===== config.mk =====
export PLATFORM = sky130hd
export DESIGN_NAME = ccd_decoder
export DESIGN_NICKNAME = d
export VERILOG_FILES = /design/src/hw/ccd_pkg.sv /design/src/hw/ccd_decoder.sv
export SDC_FILE = /design/constraint.sdc
export NUM_CORES = 1
export LEC_CHECK = 0
export BUFFER_PORTS_ARGS = -buffer_cell sky130_fd_sc_hd__buf_2
export CORE_UTILIZATION = 40
export DETAILED_ROUTE_END_ITERATION = 10
export REMOVE_ABC_BUFFERS = 1
export SLEW_MARGIN = 20
export SYNTH_ARGS = -nofsm -noshare
export SYNTH_HDL_FRONTEND = slang
export SYNTH_SLANG_ARGS = --single-unit

===== constraint.sdc =====
create_clock -name clk -period 6.85 [get_ports clk]
set_input_delay 0.3425 -clock clk [delete_from_list [all_inputs] [get_ports clk]]
set_output_delay 0.3425 -clock clk [all_outputs]
set_load 0.01 [all_outputs]

===== src/hw/ccd_pkg.sv =====
`default_nettype none
package ccd_pkg;
    // Instruction word fields
    localparam logic [4:0] EXT_OPCODE   = 5'h03;
    localparam logic [2:0] JUMP_OPCODE  = 3'h1;
    localparam logic [5:0] FMT2_OPCODE  = 6'h04;
    localparam logic [1:0] FMT1_NONE    = 2'h0;
    localparam logic [3:0] OP_MOV       = 4'h4;
    localparam logic [3:0] OP_CMP       = 4'h9;
    localparam logic [3:0] OP_BIT       = 4'hB;
    localparam logic [1:0] AS_REG       = 2'h0;
    localparam logic [1:0] AS_IDX       = 2'h1;
    localparam logic [1:0] AS_IND       = 2'h2;
    localparam logic [1:0] AS_INC       = 2'h3;
    localparam logic [3:0] REG_PC       = 4'h0;
    localparam logic [3:0] REG_SR       = 4'h2;
    localparam logic [3:0] REG_CG       = 4'h3;
    localparam int         EXT_OP_HI    = 15;
    localparam int         EXT_OP_LO    = 11;
    localparam int         EXT_CF_BIT   = 8;
    localparam int         EXT_REP_BIT  = 7;
    localparam int         EXT_AL_BIT   = 6;
    localparam int         EXT_SRC_HI   = 10;
    localparam int         EXT_SRC_LO   = 7;
    localparam int         BW_BIT       = 6;
    localparam int         AD_BIT       = 7;
    // Cycle counts and lengths in words
    localparam logic [2:0] CYC_1 = 3'h1;
    localparam logic [2:0] CYC_2 = 3'h2;
    localparam logic [2:0] CYC_3 = 3'h3;
    localparam logic [2:0] CYC_4 = 3'h4;
    localparam logic [2:0] CYC_5 = 3'h5;
    localparam logic [2:0] CYC_6 = 3'h6;
    localparam logic [1:0] LEN_1 = 2'h1;
    localparam logic [1:0] LEN_2 = 2'h2;
    localparam logic [1:0] LEN_3 = 2'h3;
    // Operand width codes {length ext, byte/word}
    localparam logic [1:0] WIDTH_WORD = 2'h2;
    // Register map and bus answers
    localparam logic [3:0] ADDR_CTRL    = 4'h0;
    localparam logic [3:0] ADDR_STATUS  = 4'h4;
    localparam logic [3:0] ADDR_LAST    = 4'h8;
    localparam logic [3:0] ADDR_RETIRED = 4'hC;
    localparam logic [1:0] RESP_OKAY    = 2'h0;
    localparam logic [1:0] RESP_DECERR  = 2'h3;
    localparam logic       CTRL_RESET   = 1'h1;
    typedef enum logic [1:0] {
        CCD_IDLE = 2'b01,
        CCD_EXEC = 2'b10
    } ccd_state_t;
endpackage
`default_nettype wire


===== src/hw/ccd_decoder.sv =====
`default_nettype none
module ccd_decoder (
    input  wire logic        clk,
    input  wire logic        rst_n,
    input  wire logic        instr_valid,
    input  wire logic [15:0] instr_word,
    input  wire logic [3:0]  rep_reg_value,
    input  wire logic        carry_status,
    output logic             instr_ready,
    output logic             done,
    output logic [1:0]       done_len,
    output logic             ext_addr20,
    output logic             ext_noprefix,
    output logic [1:0]       width_sel,
    output logic             carry_force_select,
    output logic             carry_use,
    output logic [3:0]       rep_reg_sel,
    output logic [3:0]       src_hi,
    output logic [3:0]       dst_hi,
    input  wire logic        s_axi_awvalid,
    output logic             s_axi_awready,
    input  wire logic [3:0]  s_axi_awaddr,
    input  wire logic        s_axi_wvalid,
    output logic             s_axi_wready,
    input  wire logic [31:0] s_axi_wdata,
    input  wire logic [3:0]  s_axi_wstrb,
    output logic             s_axi_bvalid,
    input  wire logic        s_axi_bready,
    output logic [1:0]       s_axi_bresp,
    input  wire logic        s_axi_arvalid,
    output logic             s_axi_arready,
    input  wire logic [3:0]  s_axi_araddr,
    output logic             s_axi_rvalid,
    input  wire logic        s_axi_rready,
    output logic [31:0]      s_axi_rdata,
    output logic [1:0]       s_axi_rresp
);
    import ccd_pkg::*;

    logic [1:0]  rst_sync;
    logic        rst_sync_n;
    ccd_state_t  state;
    logic        ext_held;
    logic [15:0] ext_word;
    logic        ext_regmode;
    logic [2:0]  cyc_left;
    logic [3:0]  rep_left;
    logic [2:0]  cur_cyc;
    logic        ctrl_en;
    logic [2:0]  last_cyc;
    logic [3:0]  last_rep;
    logic [31:0] retired;
    logic        is_ext;
    logic        accept;
    logic        is_jump;
    logic        is_fmt1;
    logic        is_fmt2;
    logic        src_cg;
    logic        short_op;
    logic        dst_mem;
    logic        dst_pc;
    logic        reg_layout;
    logic [2:0]  dec_cyc;
    logic [1:0]  dec_len;
    logic [3:0]  dec_rep;
    logic [1:0]  as_mode;
    logic [3:0]  src_reg;
    logic        aw_held;
    logic        w_held;
    logic [3:0]  aw_addr;
    logic [31:0] w_data;
    logic [3:0]  w_strb;
    logic [31:0] next_rdata;
    logic [1:0]  next_rresp;

    // Reset is released through two flops
    always_ff @(posedge clk or negedge rst_n) begin
        if (!rst_n) begin
            rst_sync <= 2'h0;
        end else begin
            rst_sync <= {rst_sync[0], 1'b1};
        end
    end
    assign rst_sync_n = rst_sync[1];

    assign as_mode = instr_word[5:4];
    assign src_reg = instr_word[11:8];
    assign accept  = instr_valid && instr_ready;
    assign is_ext  = instr_word[EXT_OP_HI:EXT_OP_LO] == EXT_OPCODE;
    assign is_jump = instr_word[15:13] == JUMP_OPCODE;
    assign is_fmt1 = instr_word[15:14] != FMT1_NONE;
    assign is_fmt2 = instr_word[15:10] == FMT2_OPCODE;
    // Constant generators time like a register source
    assign src_cg  = (src_reg == REG_CG)
                     || (src_reg == REG_SR && as_mode[1]);
    assign dst_mem = instr_word[AD_BIT];
    assign dst_pc  = !dst_mem && instr_word[3:0] == REG_PC;
    assign short_op = instr_word[15:12] == OP_MOV
                      || instr_word[15:12] == OP_BIT
                      || instr_word[15:12] == OP_CMP;
    // Register layout only when no operand touches memory
    assign reg_layout = (is_fmt1 && as_mode == AS_REG && !dst_mem)
                        || (is_fmt2 && as_mode == AS_REG);

    always_comb begin
        dec_cyc = CYC_1;
        dec_len = LEN_1;
        if (is_jump) begin
            dec_cyc = CYC_2;
            dec_len = LEN_1;
        end else if (is_fmt1) begin
            if (as_mode == AS_REG || src_cg) begin
                dec_cyc = dst_mem ? CYC_4 : (dst_pc ? CYC_2 : CYC_1);
                dec_len = dst_mem ? LEN_2 : LEN_1;
            end else if (as_mode == AS_IDX) begin
                dec_cyc = dst_mem ? CYC_6 : CYC_3;
                dec_len = dst_mem ? LEN_3 : LEN_2;
            end else if (as_mode == AS_INC && src_reg == REG_PC) begin
                dec_cyc = dst_mem ? CYC_5 : (dst_pc ? CYC_3 : CYC_2);
                dec_len = dst_mem ? LEN_3 : LEN_2;
            end else begin
                dec_cyc = dst_mem ? CYC_5 : (dst_pc ? CYC_3 : CYC_2);
                dec_len = dst_mem ? LEN_2 : LEN_1;
            end
            if (dst_mem && short_op) begin
                dec_cyc = dec_cyc - CYC_1;
            end
        end
    end

    // Field holds n-1; the source is the prefix or a register
    always_comb begin
        dec_rep = 4'h0;
        if (ext_held && ext_regmode && reg_layout) begin
            dec_rep = ext_word[EXT_REP_BIT] ? rep_reg_value
                                            : ext_word[3:0];
        end
    end

    // Prefix capture; bits 10:9 are never looked at in register layout
    always_ff @(posedge clk or negedge rst_sync_n) begin
        if (!rst_sync_n) begin
            ext_held    <= 1'b0;
            ext_word    <= 16'h0000;
            ext_regmode <= 1'b0;
        end else if (accept && is_ext) begin
            ext_held    <= 1'b1;
            ext_word    <= instr_word;
            ext_regmode <= 1'b1;
        end else if (accept && ext_held) begin
            // Spent at its own accept, so a word taken in the done
            // cycle is never mistaken for a prefixed one
            ext_held    <= 1'b0;
            ext_regmode <= reg_layout;
        end else if (done) begin
            ext_held    <= 1'b0;
            ext_regmode <= 1'b0;
        end
    end

    always_ff @(posedge clk or negedge rst_sync_n) begin
        if (!rst_sync_n) begin
            state       <= CCD_IDLE;
            instr_ready <= 1'b0;
            done        <= 1'b0;
            done_len    <= LEN_1;
            cyc_left    <= CYC_1;
            rep_left    <= 4'h0;
            cur_cyc     <= CYC_1;
        end else begin
            done <= 1'b0;
            unique case (state)
                CCD_IDLE: begin
                    instr_ready <= ctrl_en;
                    if (accept && !is_ext) begin
                        state       <= CCD_EXEC;
                        instr_ready <= 1'b0;
                        cyc_left    <= dec_cyc;
                        cur_cyc     <= dec_cyc;
                        rep_left    <= dec_rep;
                        done_len    <= dec_len;
                    end
                end
                CCD_EXEC: begin
                    if (cyc_left != CYC_1) begin
                        cyc_left <= cyc_left - CYC_1;
                    end else if (rep_left != 4'h0) begin
                        rep_left <= rep_left - 4'h1;
                        cyc_left <= cur_cyc;
                    end else begin
                        done        <= 1'b1;
                        state       <= CCD_IDLE;
                        instr_ready <= ctrl_en;
                    end
                end
            endcase
        end
    end

    // Qualifiers seen by execute while the instruction runs
    always_ff @(posedge clk or negedge rst_sync_n) begin
        if (!rst_sync_n) begin
            ext_addr20   <= 1'b0;
            ext_noprefix <= 1'b0;
            width_sel    <= WIDTH_WORD;
            src_hi       <= 4'h0;
            dst_hi       <= 4'h0;
        end else if (accept && !is_ext) begin
            ext_addr20   <= ext_held;
            // Opcode group 0 holds extended forms with no prefix
            ext_noprefix <= instr_word[15:12] == 4'h0 && !is_fmt2;
            width_sel    <= {ext_held ? ext_word[EXT_AL_BIT] : 1'b1,
                             instr_word[BW_BIT]};
            src_hi <= ext_held && !reg_layout
                      ? ext_word[EXT_SRC_HI:EXT_SRC_LO] : 4'h0;
            dst_hi <= ext_held && !reg_layout ? ext_word[3:0] : 4'h0;
        end else if (done) begin
            ext_addr20 <= 1'b0;
        end
    end

    always_ff @(posedge clk or negedge rst_sync_n) begin
        if (!rst_sync_n) begin
            carry_force_select <= 1'b0;
            rep_reg_sel        <= 4'h0;
            carry_use          <= 1'b0;
        end else begin
            if (accept && is_ext) begin
                carry_force_select <= instr_word[EXT_CF_BIT];
                rep_reg_sel        <= instr_word[3:0];
            end else if (accept && !reg_layout) begin
                // Only the register layout has a carry-force bit
                carry_force_select <= 1'b0;
            end else if (done) begin
                carry_force_select <= 1'b0;
            end
            carry_use <= carry_force_select ? 1'b0 : carry_status;
        end
    end

    // Register file: control steers acceptance, status shows state
    always_ff @(posedge clk or negedge rst_sync_n) begin
        if (!rst_sync_n) begin
            ctrl_en  <= CTRL_RESET;
            last_cyc <= CYC_1;
            last_rep <= 4'h0;
            retired  <= 32'h0000_0000;
        end else begin
            if (aw_held && w_held && !s_axi_bvalid
                && aw_addr == ADDR_CTRL && w_strb[0]) begin
                ctrl_en <= w_data[0];
            end
            if (accept && !is_ext) begin
                last_cyc <= dec_cyc;
                last_rep <= dec_rep;
            end
            if (done) begin
                retired <= retired + 32'h0000_0001;
            end
        end
    end

    // Address and data may arrive in either order
    always_ff @(posedge clk or negedge rst_sync_n) begin
        if (!rst_sync_n) begin
            aw_held       <= 1'b0;
            w_held        <= 1'b0;
            aw_addr       <= 4'h0;
            w_data        <= 32'h0000_0000;
            w_strb        <= 4'h0;
            s_axi_awready <= 1'b0;
            s_axi_wready  <= 1'b0;
            s_axi_bvalid  <= 1'b0;
            s_axi_bresp   <= RESP_OKAY;
        end else begin
            s_axi_awready <= !aw_held && !s_axi_awready;
            s_axi_wready  <= !w_held && !s_axi_wready;
            if (s_axi_awvalid && s_axi_awready) begin
                aw_held       <= 1'b1;
                aw_addr       <= s_axi_awaddr;
                s_axi_awready <= 1'b0;
            end
            if (s_axi_wvalid && s_axi_wready) begin
                w_held       <= 1'b1;
                w_data       <= s_axi_wdata;
                w_strb       <= s_axi_wstrb;
                s_axi_wready <= 1'b0;
            end
            if (aw_held && w_held && !s_axi_bvalid) begin
                s_axi_bvalid <= 1'b1;
                s_axi_bresp  <= aw_addr[1:0] == 2'h0 ? RESP_OKAY
                                                     : RESP_DECERR;
            end else if (s_axi_bvalid && s_axi_bready) begin
                s_axi_bvalid  <= 1'b0;
                aw_held       <= 1'b0;
                w_held        <= 1'b0;
                s_axi_awready <= 1'b0;
                s_axi_wready  <= 1'b0;
            end
        end
    end

    always_comb begin
        next_rresp = RESP_OKAY;
        next_rdata = 32'h0000_0000;
        unique case (s_axi_araddr)
            ADDR_CTRL:    next_rdata = {31'h0, ctrl_en};
            ADDR_STATUS:  next_rdata = {26'h0, width_sel, carry_force_select,
                                        ext_held, state == CCD_EXEC,
                                        ext_addr20};
            ADDR_LAST:    next_rdata = {22'h0, done_len, last_rep, 1'b0,
                                        last_cyc};
            ADDR_RETIRED: next_rdata = retired;
            default:      next_rresp = RESP_DECERR;
        endcase
    end

    always_ff @(posedge clk or negedge rst_sync_n) begin
        if (!rst_sync_n) begin
            s_axi_arready <= 1'b0;
            s_axi_rvalid  <= 1'b0;
            s_axi_rdata   <= 32'h0000_0000;
            s_axi_rresp   <= RESP_OKAY;
        end else begin
            s_axi_arready <= !s_axi_rvalid && !s_axi_arready;
            if (s_axi_arvalid && s_axi_arready) begin
                s_axi_arready <= 1'b0;
                s_axi_rvalid  <= 1'b1;
                s_axi_rdata   <= next_rdata;
                s_axi_rresp   <= next_rresp;
            end else if (s_axi_rvalid && s_axi_rready) begin
                s_axi_rvalid <= 1'b0;
            end
        end
    end
endmodule
`default_nettype wire


==> results by group <==
Clocking
  – Clock Latency Late Sink: 410 ps
  – CTS max path bufs: 2
  – CTS Root Cell: clkbuf_16
  – TritonCTS clock tree: built
  – Setup Fix Bufs, Post-CTS: 0
  – H-tree depth: 4
  – Total CTS buffers: 17
  – CTS Sinks: 130
  – Clock Pin Slew Worst Setup and Hold Paths: 60 ps

Placed design
  – GP Congestion: 0.8254
  – Placed insts: 772
  – I/O Buffers: 101
  – Dpl ws: 4114 ps
  – Hpwl dp: 9518 um
  – Placed Area: 6447 um^2

Synthesis
  – Yosys top cell by area: dfrtp_1
  – Mapped Area: 5826 um^2
  – Sequential fraction of the synthesis area: 55.99%
  – #FFs+latches synth: 130
  – Asr flop ratio synth: 100.0%
  – EDFF count, synth: 0
  – Yosys top cell area share: 52.84%
  – Syn Area/Cell: 11.31 um^2
  – Yosys cell types: 62
  – Largest cells by area after synthesis: dfrtp_1 (53%), a22o_1 (5.0%), mux2_2 (4.8%)
  – Mapped Cells: 515
  – Post-synth top flop: dfrtp_1
  – YS warnings: 0

Critical path
  – Crit-path max FO: 4
  – Worst EP required: 7110 ps
  – Setup CP Type: in -> reg
  – Endpoint type of the worst setup path: register
  – Startpoint Class: primary input
  – Crit path DAT: 2550 ps
  – Slowest CP cell: nor4_1
  – CP Cell Sequence: buf_2, nor4_1, or3_1, o221ai_2, ha_1, nand4bb_1, a21oi_1, a31oi_1, a21boi_0, o21ai_0
  – CP peak stage delay: 610 ps

Cells and area
  – Fin util: 50.05%
  – ANT cells: 0
  – Final Cell Area: 7028 um^2
  – Finished Layout Cells: 805
  – Layout cells sized above 1: 28.64%
  – Nets@finish: 691
  – Area growth syn-to-layout: 20.64%

STA
  – Tightest Pin Transition: 828.1 ps
  – Fmax: 438.2 MHz
  – Final Hold Fails: 0
  – Slew Limit Fails: 0
  – Crit share post-route: 33.32%
  – Final Skew: 8.340 ps
  – Slew margin rel.: 44.79%
  – Tmin final: 2282 ps
  – RSZ-0062 raised after global routing: no
  – Total negative slack: 0 ps
  – Post-route setup slack: 4568 ps
  – Setup violations, final: 0

Power
  – Leakage: 3.387 nW
  – Maximum VDD drop: 0.1877 mV
  – PwrDens: 322.0 nW/um^2

Routing
  – Pre-Repair DR Iteration Count: 4
  – Routed WL per cell: 16.11 um
  – DRC violations left: 0
  – Via count: 4275
  – Final wirelength: 12970 um
  – Vias/cell: 5.311
  – Antenna-violating nets left: 0
  – First DRT Iteration DRCs: 190

GRT
  – Global-route wire length before repair: 21360 um
  – Largest net degree at the start of global routing: 68
  – Number of global-route vias before repair: 4248
  – Antenna violations before repair: 0
  – Total gr overflow: 0
  – GRT Total Usage: 18.79%

Floorplan
  – Site Rows: 43
  – Die Area: 15050 um^2
  – Ports: 136
  – Die Ht: 122.7 um
  – Core area: 14040 um^2
  – Die Span X: 122.7 um
  – Starting Density: 41.49%

Status
  – Outcome: finished clean

Min path
  – Hold Path Class: in -> reg

Flow run
  – Max Cap Viol: 0
[cells in the final DEF, fill, tap and decap left out, types with 4 or more instances in the layout]
cell          n
a211oi_1      4
nor3_1        4
dfrtp_1     122
or3_1         4
ha_1          6
a22oi_1       4
buf_2       101
clkinv_4      4
a22o_1       33
xor2_1       11
nor2b_1      10
nor2_1       26
nand2_1      48
o21ai_0      17
xnor2_1      20
clkbuf_16    17
and3_1        5
nor4_1        4
o31ai_1       4
dfstp_2       7
a21oi_1      20
nand4_1      12
mux2_2       25
nand3_1      20
nand2b_1      4
a31oi_1       4
mux2i_1      10
clkinvlp_4    4
inv_1        18
[area by class of cell]
type	count	area (um^2)
fill	1266	7014
sequential	130	3266
multi-input combinational	340	2361
timing repair buffer	105	538.0
clock buffer	18	439.2
tap	180	225.2
clock inverter	14	131.4
inverter	18	67.56
[synthesized netlist by cell type (7+ instances only)]
master and n:
mux2_2 25, clkbuf_1 14, nand4_1 12, inv_1 18, a22o_1 33, nand3_1 20
a21oi_1 20, xor2_1 11, xnor2_1 20, dfrtp_1 123, o21ai_0 17, mux2i_1 10
nor2_1 26, nand2_1 48, nor2b_1 10, dfstp_2 7
[per-layer routing]
metal	track usage [%]	routed length, um
met5	0	0
met4	7.012	169
met3	4.833	446
met2	30.79	6391
met1	23.81	5959
[kinds of logic (layout without fill, tap and decap cells)]
kind of cell    after synthesis  in the layout  share of synthesized area (%)
simple gates                152            152                          13.32
flops                       130            130                          55.99
compound gates              114            114                          14.26
buf+inv                      45            155                          3.479
mux                          36             36                          6.937
xor+xnor                     31             31                          4.661
fa+ha+maj                     6              6                          1.289
other cells                   1              1                        0.06437
[registers in the layout, indices dropped and copies added (netlist names), 3 cells and up]
signal and cells:
aw_addr 4, cur_cyc 3, cyc_left 3, dst_hi 4, ext_word 9, last_cyc 3
last_rep 4, rep_left 4, retired 32, s_axi_rdata 32, src_hi 4
[critical path: cells and delay by family]
family | cells | cell delay [ps]
and+or+nand+nor | 3 | 920
AOI/OAI and AO/OA | 5 | 850
adders and majority gates | 1 | 330
buffers and inverters | 1 | 100
[power breakdown]
| part | switching, mW | internal [mW] |
|---|---|---|
| Combinational | 0.226 | 0.189 |
| Clock | 0.341 | 0.512 |
| Sequential | 0.104 | 0.892 |
[per-stage QoR]
step                      total power [mW]  hold WS [ps]
final                                2.263         119.4
after global routing                 2.394         110.6
after CTS                            2.294         101.8
after detailed placement             1.431         129.9
after global placement               1.411         127.8
after floorplan                      1.262         46.91
[worst paths after layout]
check,start,end,slack (ps),cells after the start
setup reg to reg,done,retired[22],4630,5
max in group asynchronous,rst_sync[1],s_axi_rdata[7],5120,1
setup / recovery,instr_word[1],last_cyc[1],4570,10
hold / removal,s_axi_rready,s_axi_rvalid,120,2
hold reg to reg,rst_sync[0],rst_sync[1],350,0
min in group asynchronous,rst_n,rst_sync[1],260,2
[timing repair]
| action | in CTS | in global routing |
|---|---|---|
| hold endpoints to repair | 2 | 0 |
| hold buffers | 1 | 0 |
| gates resized for setup | 0 | 0 |
(Power assumes the default switching activity.)
